[config.mk]
export PLATFORM = sky130hd
export DESIGN_NAME = icu_top
export DESIGN_NICKNAME = d
export VERILOG_FILES = /design/src/icu_pkg.sv /design/src/icu_top.sv
export SDC_FILE = /design/constraint.sdc
export NUM_CORES = 1
export LEC_CHECK = 0
export BUFFER_PORTS_ARGS = -buffer_cell sky130_fd_sc_hd__buf_2
export CORE_MARGIN = 4
export CORE_UTILIZATION = 35
export DETAILED_ROUTE_END_ITERATION = 16
export PLACE_DENSITY = 0.64
export SLEW_MARGIN = 20
export SYNTH_ARGS = -nofsm -noshare
export SYNTH_HDL_FRONTEND = slang
export SYNTH_SLANG_ARGS = --single-unit
[constraint.sdc]
create_clock -name CLK_SYS -period 5.5 [get_ports CLK_SYS]
set_clock_uncertainty 0.05 [all_clocks]
set_input_delay 0.55 -clock CLK_SYS [delete_from_list [all_inputs] [get_ports CLK_SYS]]
set_output_delay 0.55 -clock CLK_SYS [all_outputs]
set_load 0.005 [all_outputs]
[src/icu_pkg.sv]
// constants, field layout and mode encodings of the input capture unit
//
// Overview of operation
// - latch selected timebase on a qualifying event
// - three-bit mode field in control low bits
// - falling mode: capture every high-to-low edge
// - rising mode: capture every low-to-high edge
// - divide-by-four: capture every fourth rising edge
// - divide-by-sixteen: capture every sixteenth rising edge
// - both-edges mode: capture rising and falling edges
// - start on chosen edge, then every edge
// - four-entry first-in first-out capture queue
// - interrupt after selected number of captures
// - rising edge interrupts during sleep or idle
// - enable, flag, priority, subpriority bits exist
// - unimplemented bits always read as zero
// - clear alias clears written-one control bits
// - set alias sets written-one control bits
// - invert alias toggles written-one control bits
// - captured values read at buffer offset 0x10
package icu_pkg;

  // register byte offsets
  localparam logic [7:0] ICU_OFS_CTRL = 8'h00;
  localparam logic [7:0] ICU_OFS_CLR = 8'h04;
  localparam logic [7:0] ICU_OFS_SET = 8'h08;
  localparam logic [7:0] ICU_OFS_INV = 8'h0c;
  localparam logic [7:0] ICU_OFS_BUF = 8'h10;
  localparam logic [7:0] ICU_OFS_IRQ = 8'h20;

  // capture_control field positions
  localparam int ICU_BIT_ON = 15;
  localparam int ICU_BIT_FREEZE = 14;
  localparam int ICU_BIT_IDLE_HALT = 13;
  localparam int ICU_BIT_FIRST_EDGE = 9;
  localparam int ICU_BIT_WIDE = 8;
  localparam int ICU_BIT_TMR = 7;
  localparam int ICU_BIT_EVT_HI = 6;
  localparam int ICU_BIT_EVT_LO = 5;
  localparam int ICU_BIT_OVF = 4;
  localparam int ICU_BIT_BNE = 3;
  localparam int ICU_BIT_MODE_HI = 2;

  // software-writable control bits and reset value
  localparam logic [31:0] ICU_CTRL_WR_MASK = 32'h0000_e3e7;
  localparam logic [31:0] ICU_CTRL_RESET = 32'h0000_0000;

  // irq register layout: enable, flag, priority, subpriority
  localparam int ICU_IRQ_EN = 0;
  localparam int ICU_IRQ_FLAG = 1;
  localparam int ICU_IRQ_PRI_LO = 2;
  localparam int ICU_IRQ_SUB_LO = 5;
  localparam logic [31:0] ICU_IRQ_WR_MASK = 32'h0000_007f;
  localparam logic [31:0] ICU_IRQ_RESET = 32'h0000_0000;

  // queue depth and prescaler terminal counts
  localparam logic [2:0] ICU_FIFO_DEPTH = 3'h4;
  localparam logic [3:0] ICU_DIV4_LAST = 4'h3;
  localparam logic [3:0] ICU_DIV16_LAST = 4'hf;

  typedef enum logic [2:0] {
    ICU_MODE_OFF = 3'b000,
    ICU_MODE_BOTH = 3'b001,
    ICU_MODE_FALL = 3'b010,
    ICU_MODE_RISE = 3'b011,
    ICU_MODE_DIV4 = 3'b100,
    ICU_MODE_DIV16 = 3'b101,
    ICU_MODE_FIRST = 3'b110,
    ICU_MODE_WAKE = 3'b111
  } icu_mode_type;

endpackage

[src/icu_top.sv]
// input capture unit: pin edge detect, capture queue and wishbone registers
`timescale 1ns/1ps
module icu_top
  import icu_pkg::*;
#(
  parameter int TB_WIDTH = 32
) (
  // clock and reset
  input wire logic CLK_SYS,
  input wire logic NRST,
  // wishbone classic slave
  input wire logic WB_CYC_I,
  input wire logic WB_STB_I,
  input wire logic WB_WE_I,
  input wire logic [7:0] WB_ADR_I,
  input wire logic [3:0] WB_SEL_I,
  input wire logic [31:0] WB_DAT_I,
  output logic [31:0] WB_DAT_O,
  output logic WB_ACK_O,
  // capture pin and timebases
  input wire logic CAPTURE_INPUT_PIN,
  input wire logic [TB_WIDTH-1:0] TIMEBASE_A,
  input wire logic [TB_WIDTH-1:0] TIMEBASE_B,
  // device power and debug state
  input wire logic DEVICE_SLEEP,
  input wire logic DEVICE_IDLE,
  input wire logic DEBUG_HALT,
  // interrupt request towards the interrupt controller
  output logic CAPTURE_IRQ,
  output logic [2:0] CAPTURE_IRQ_PRIORITY,
  output logic [1:0] CAPTURE_IRQ_SUBPRIORITY
);

  ////////////////////////////////////////////////////////////////////////////
  // registers

  logic [31:0] ctrl;
  logic [31:0] irq_reg;
  logic ack;
  logic [31:0] rdata;
  logic pin_meta;
  logic pin_sync;
  logic pin_prev;
  logic [3:0] presc;
  logic started;
  logic [1:0] evt_cnt;
  logic [31:0] fifo_mem [0:3];
  logic [1:0] wr_ptr;
  logic [1:0] rd_ptr;
  logic [2:0] fifo_cnt;
  logic overrun;
  logic rd_full;

  ////////////////////////////////////////////////////////////////////////////
  // bus decode

  wire bus_req = WB_CYC_I & WB_STB_I;
  // the request is taken at the edge where ack is already high
  wire bus_take = bus_req & ack;
  wire wr_take = bus_take & WB_WE_I;
  wire rd_take = bus_take & ~WB_WE_I;
  wire [31:0] lane_mask = {{8{WB_SEL_I[3]}}, {8{WB_SEL_I[2]}}, {8{WB_SEL_I[1]}},
    {8{WB_SEL_I[0]}}};
  wire hit_ctrl = WB_ADR_I == ICU_OFS_CTRL;
  wire hit_clr = WB_ADR_I == ICU_OFS_CLR;
  wire hit_set = WB_ADR_I == ICU_OFS_SET;
  wire hit_inv = WB_ADR_I == ICU_OFS_INV;
  wire hit_buf = WB_ADR_I == ICU_OFS_BUF;
  wire hit_irq = WB_ADR_I == ICU_OFS_IRQ;
  wire [31:0] wbits = WB_DAT_I & lane_mask & ICU_CTRL_WR_MASK;
  wire [31:0] ctrl_sw = ctrl & ICU_CTRL_WR_MASK;

  // control next value; status bits are not held here
  wire [31:0] next_ctrl =
    (wr_take && hit_ctrl) ? ((ctrl_sw & ~(lane_mask & ICU_CTRL_WR_MASK)) | wbits) :
    (wr_take && hit_clr) ? (ctrl_sw & ~wbits) :
    (wr_take && hit_set) ? (ctrl_sw | wbits) :
    (wr_take && hit_inv) ? (ctrl_sw ^ wbits) :
    ctrl_sw;

  ////////////////////////////////////////////////////////////////////////////
  // control fields

  wire on = ctrl[ICU_BIT_ON];
  wire debug_freeze = ctrl[ICU_BIT_FREEZE];
  wire halt_in_idle = ctrl[ICU_BIT_IDLE_HALT];
  wire first_rise = ctrl[ICU_BIT_FIRST_EDGE];
  wire wide = ctrl[ICU_BIT_WIDE];
  wire tmr_sel = ctrl[ICU_BIT_TMR];
  wire [1:0] evt_sel = ctrl[ICU_BIT_EVT_HI:ICU_BIT_EVT_LO];
  icu_mode_type mode;
  assign mode = icu_mode_type'(ctrl[ICU_BIT_MODE_HI:0]);

  // capturing pauses in sleep, in halted idle and in frozen debug
  wire active = on & ~DEVICE_SLEEP & ~(halt_in_idle & DEVICE_IDLE) &
    ~(debug_freeze & DEBUG_HALT);
  wire low_power = DEVICE_SLEEP | DEVICE_IDLE;

  ////////////////////////////////////////////////////////////////////////////
  // pin synchroniser and edge detect

  always_ff @(posedge CLK_SYS) begin
    if (!NRST) begin
      pin_meta <= 1'b0;
      pin_sync <= 1'b0;
      pin_prev <= 1'b0;
    end else begin
      pin_meta <= CAPTURE_INPUT_PIN;
      pin_sync <= pin_meta;
      pin_prev <= pin_sync;
    end
  end

  wire rise = pin_sync & ~pin_prev;
  wire fall = ~pin_sync & pin_prev;
  wire any_edge = rise | fall;
  wire first_hit = first_rise ? rise : fall;

  ////////////////////////////////////////////////////////////////////////////
  // capture event selection

  wire presc_run = (mode == ICU_MODE_DIV4) | (mode == ICU_MODE_DIV16);
  wire [3:0] presc_last = (mode == ICU_MODE_DIV4) ? ICU_DIV4_LAST : ICU_DIV16_LAST;
  wire presc_hit = rise & (presc == presc_last);
  wire cap_evt = active & (
    ((mode == ICU_MODE_FALL) & fall) |
    ((mode == ICU_MODE_RISE) & rise) |
    ((mode == ICU_MODE_DIV4) & presc_hit) |
    ((mode == ICU_MODE_DIV16) & presc_hit) |
    ((mode == ICU_MODE_BOTH) & any_edge) |
    ((mode == ICU_MODE_FIRST) & (started ? any_edge : first_hit)));
  // wake mode raises the flag directly from a rising edge
  wire wake_evt = on & (mode == ICU_MODE_WAKE) & low_power & rise;

  // prescaler counts rising edges and restarts on its terminal count
  wire [3:0] next_presc = (!active || !presc_run) ? 4'h0 :
    presc_hit ? 4'h0 :
    rise ? 4'(presc + 4'h1) : presc;

  always_ff @(posedge CLK_SYS) begin
    if (!NRST) begin
      presc <= 4'h0;
      started <= 1'b0;
    end else begin
      presc <= next_presc;
      started <= on & (mode == ICU_MODE_FIRST) & (started | (active & first_hit));
    end
  end

  ////////////////////////////////////////////////////////////////////////////
  // captured value

  wire [TB_WIDTH-1:0] tb_pick = tmr_sel ? TIMEBASE_A : TIMEBASE_B;
  wire [31:0] tb_full = 32'(tb_pick);
  wire [31:0] sample = wide ? tb_full : {16'h0000, tb_full[15:0]};

  ////////////////////////////////////////////////////////////////////////////
  // capture queue

  wire fifo_full = fifo_cnt == ICU_FIFO_DEPTH;
  wire push = cap_evt & ~fifo_full;
  // pop only what the read answered with; a capture landing mid-read stays queued
  wire pop = rd_take & hit_buf & rd_full;
  wire [2:0] next_fifo_cnt = !on ? 3'h0 : 3'(fifo_cnt + {2'b00, push} - {2'b00, pop});

  // storage has no reset; only the pointers decide what is valid
  always_ff @(posedge CLK_SYS) begin
    if (push) begin
      fifo_mem[wr_ptr] <= sample;
    end
  end

  always_ff @(posedge CLK_SYS) begin
    if (!NRST) begin
      wr_ptr <= 2'h0;
      rd_ptr <= 2'h0;
      fifo_cnt <= 3'h0;
      overrun <= 1'b0;
    end else begin
      wr_ptr <= !on ? 2'h0 : 2'(wr_ptr + {1'b0, push});
      rd_ptr <= !on ? 2'h0 : 2'(rd_ptr + {1'b0, pop});
      fifo_cnt <= next_fifo_cnt;
      // overrun is sticky until the unit is switched off
      overrun <= on & (overrun | (cap_evt & fifo_full));
    end
  end

  ////////////////////////////////////////////////////////////////////////////
  // interrupt event counter and irq register

  wire evt_done = cap_evt & (evt_cnt == evt_sel);
  wire [1:0] next_evt_cnt = !on ? 2'h0 : evt_done ? 2'h0 :
    cap_evt ? 2'(evt_cnt + 2'h1) : evt_cnt;
  wire irq_set = evt_done | wake_evt;
  wire irq_wr = wr_take & hit_irq;
  wire [31:0] irq_wbits = (WB_DAT_I & lane_mask & ICU_IRQ_WR_MASK) |
    (irq_reg & ~(lane_mask & ICU_IRQ_WR_MASK));
  // a hardware event in the clearing cycle still sets the flag
  wire [31:0] next_irq = irq_wr ? (irq_wbits | (32'(irq_set) << ICU_IRQ_FLAG)) :
    (irq_reg | (32'(irq_set) << ICU_IRQ_FLAG));

  always_ff @(posedge CLK_SYS) begin
    if (!NRST) begin
      evt_cnt <= 2'h0;
      irq_reg <= ICU_IRQ_RESET;
    end else begin
      evt_cnt <= next_evt_cnt;
      irq_reg <= next_irq;
    end
  end

  ////////////////////////////////////////////////////////////////////////////
  // control register

  always_ff @(posedge CLK_SYS) begin
    if (!NRST) begin
      ctrl <= ICU_CTRL_RESET;
    end else begin
      ctrl <= next_ctrl;
    end
  end

  ////////////////////////////////////////////////////////////////////////////
  // read mux and ack

  // status bits are merged live; unused positions stay zero
  wire [31:0] ctrl_view = ctrl_sw | ({31'h0, overrun} << ICU_BIT_OVF) |
    ({31'h0, fifo_cnt != 3'h0} << ICU_BIT_BNE);
  // alias reads return zero, software is told not to use them
  wire [31:0] next_rdata =
    hit_ctrl ? ctrl_view :
    hit_buf ? ((fifo_cnt != 3'h0) ? fifo_mem[rd_ptr] : 32'h0000_0000) :
    hit_irq ? (irq_reg & ICU_IRQ_WR_MASK) :
    32'h0000_0000;

  always_ff @(posedge CLK_SYS) begin
    if (!NRST) begin
      ack <= 1'b0;
      rdata <= 32'h0000_0000;
      rd_full <= 1'b0;
    end else begin
      ack <= bus_req & ~ack;
      rd_full <= bus_req & ~ack & ~WB_WE_I & hit_buf & (fifo_cnt != 3'h0);
      rdata <= (bus_req & ~ack & ~WB_WE_I) ? next_rdata : 32'h0000_0000;
    end
  end

  assign WB_ACK_O = ack;
  assign WB_DAT_O = rdata;
  assign CAPTURE_IRQ = irq_reg[ICU_IRQ_EN] & irq_reg[ICU_IRQ_FLAG];
  assign CAPTURE_IRQ_PRIORITY = irq_reg[ICU_IRQ_PRI_LO +: 3];
  assign CAPTURE_IRQ_SUBPRIORITY = irq_reg[ICU_IRQ_SUB_LO +: 2];
endmodule

==> run metrics <==
status=finished clean; most common cell after layout, fill and taps aside=buf_2; Async S/R FF share, synth=0%; WS Path Type=flop to flop; register clock-pin slew on the reported worst setup and hold paths=0.07 ns; pwr/cell area=291.2 nW/um^2; Num CTS Buffers=17; setup violators final=0; max-slew violations=0; aggregate global routing overflow=0; static leakage=3.753 nW; most frequent CP cell=ha_1; Wirelength per Cell=17.57 um; final hold vios=0; clock share of power=43.6%; antenna cells=0; post-synthesis net count=762; Vias=5261; DRT iter0 DRCs=320; Sw Ratio=21.99%; io pins=156; crit-path cells=ha_1, and2_1, a211oi_1, o311ai_1, nand3_1, ha_1, inv_1, ha_1, inv_1, fa_1, xor2_1, xnor2_1, nor2_1; CTS root buffer=clkbuf_16; Site Rows=56; area of placed instances=9517 um^2; Synth Warn #=0; Sw Pwr=0.6498 mW; Critical Path Source Type=flop; Detailed Place HPWL=12520 um; clk_lat worst skew=0.43 ns; Tightest Pin Transition=0.9825 ns; number of global-route vias before repair=5373; Cell Int Power=2.306 mW; hold path depth=3; die width=164.1 um; placed cells=1040; largest net degree at the start of global routing=37; Worst Hold Slack=0.3192 ns; reg2reg path depth=13; Synth Area per Inst=13.86 um^2; Worst Path Max Fanout=8; Largest Register=fifo_mem; fraction of layout cells with a size suffix above 1=31.70%; Gate power share=3.2%; filler instances=2214; Worst setup EP type=flop; DRT antenna net count=0; most frequent cells in the layout=134 x buf_2, 128 x edfxtp_1, 67 x dfxtp_1; critical path's largest stage delay=0.63 ns; # hold bufs at CTS=0; number of flip-flops in the largest register=128; Detailed Route WL=18860 um; via density per instance=4.903; Final Net Count=888; Hold Crit Class=input port to flop; post-route clock period utilization=63.52%; Synth Flop Type=edfxtp_1; 1st-pass router iterations=5; Global Route Usage Sum=14.42%; core area=23680 um^2; Final GP Congestion=0.7898; # resized after CTS=0; Clock Sinks=198; Mapped Area=8526 um^2; Finished Cell Area=10150 um^2; CP arrival=3.76 ns; Post-synth EDFFs=128; footprint of the multi-input gates=3052 um^2; number of H-tree levels=4; Die Y=164.1 um; min Tclk post-route=3.493 ns; Area growth syn-to-layout=19.05%; maxcap violations=0; area of the die=26920 um^2; Max Freq=286.3 MHz; Netlist cell types=54; fin cells=1073; initial core utilization=36.00%; critical path required time=5.76 ns; post-CTS setup buffer count=0; CTS tree=built; flops & latches, synth=198; clk buf depth=2; part of the Yosys area used for sequential elements=61.52%; Slew HR=34.50%; FF/Latch Area=5249 um^2; peak supply drop=178.0 uV; Crit-path slowest cell=o311ai_1; first-pass GRT wire length=29490 um; setup_tns=0 ns; DRC=0; initial antenna violation count=0; Syn Inst Count=615; sequential share of power=53.2%; Port Buffers=134; final worst slack=2.007 ns; pre-CTS setup slack=2.027 ns; unrepaired setup endpoints after global routing=false
## cell type report
class / instances / share of cell area [%]
Sequential cell: 198 / 51.71
Multi-Input combinational cell: 358 / 30.07
Timing Repair Buffer: 143 / 7.396
Clock buffer: 17 / 4.191
Tap cell: 319 / 3.932
Clock inverter: 15 / 1.849
Inverter: 23 / 0.8506
## worst max-delay path, delay by kind of cell (launching register included)
kind	cells	cell delay, ns
AO/OA/AOI/OAI	2	0.68
flip-flops	1	0.36
AND/OR/NAND/NOR	3	0.63
buffers and inverters	2	0.10
XOR/XNOR	2	0.30
adder cells (fa/ha/maj)	4	1.26
## stage by stage
| step | util, % | power, mW |
|---|---|---|
| floorplan | - | 1.648 |
| global placement | 40.18 | 1.699 |
| detailed placement | 40.18 | 1.701 |
| CTS | 42.77 | 2.982 |
| global route | 42.86 | 3.057 |
| finish | 42.86 | 2.955 |
## per-layer routing
| layer | part of all wire (%) | GRT usage, % | vias up |
|---|---|---|---|
| li1 | - | - | 2554 |
| met1 | 45 | 19.08 | 2573 |
| met2 | 50 | 23.86 | 117 |
| met3 | 4.2 | 2.911 | 17 |
| met4 | 1.3 | 4.727 | 0 |
| met5 | 0 | 0 | - |
## cells in the mapped netlist, drive strengths merged (4+ instances only)
library cell | n | area (um^2)
edfxtp | 128 | 3844
dfxtp | 70 | 1401
nor2 | 56 | 210.2
nand2 | 40 | 150.1
mux4 | 32 | 720.7
ha | 29 | 362.9
mux2i | 25 | 250.2
and2 | 24 | 150.1
inv | 22 | 82.58
clkbuf | 21 | 78.83
mux2 | 17 | 191.4
buf | 15 | 83.83
o21ai | 14 | 70.07
nand3 | 10 | 50.05
nor3 | 10 | 66.32
a21oi | 9 | 48.80
nand4 | 8 | 65.06
nor2b | 8 | 50.05
o2111ai | 8 | 70.07
a221oi | 7 | 61.31
a22o | 7 | 61.31
a32oi | 6 | 52.55
a22oi | 5 | 37.54
and3 | 5 | 31.28
nor4 | 5 | 52.55
xor2 | 5 | 43.79
nand2b | 4 | 25.02
xnor2 | 4 | 35.03
## path summary, 6_finish.rpt
path | from | to | slack [ns]
worst max register to register | pin_sync | fifo_cnt[2] | 2.01
worst min register to register | pin_meta | pin_sync | 0.44
worst max-delay path | pin_sync | fifo_cnt[2] | 2.01
worst min-delay path | WB_DAT_I[14] | flop | 0.32
## power groups by stage
stage	clock, mW	sequential, mW	combinational (mW)
finish	1.29	1.57	0.0953
global route	1.38	1.57	0.106
floorplan	0	1.61	0.0432
CTS	1.32	1.57	0.0962
detailed placement	0	1.61	0.0954
global placement	0	1.61	0.0934
## kinds of logic (layout without fill, tap and decap cells)
group	Yosys count	after routing	share of synthesized area (%)
AOI/OAI and AO/OA	67	67	5.738
xor gates and xnor gates	9	9	0.9245
adders and majority gates	30	30	4.491
buffers and inverters	59	198	2.920
and+or+nand+nor	178	178	10.77
muxes	74	74	13.63
DFF	198	198	61.52
(Power assumes the default switching activity.)
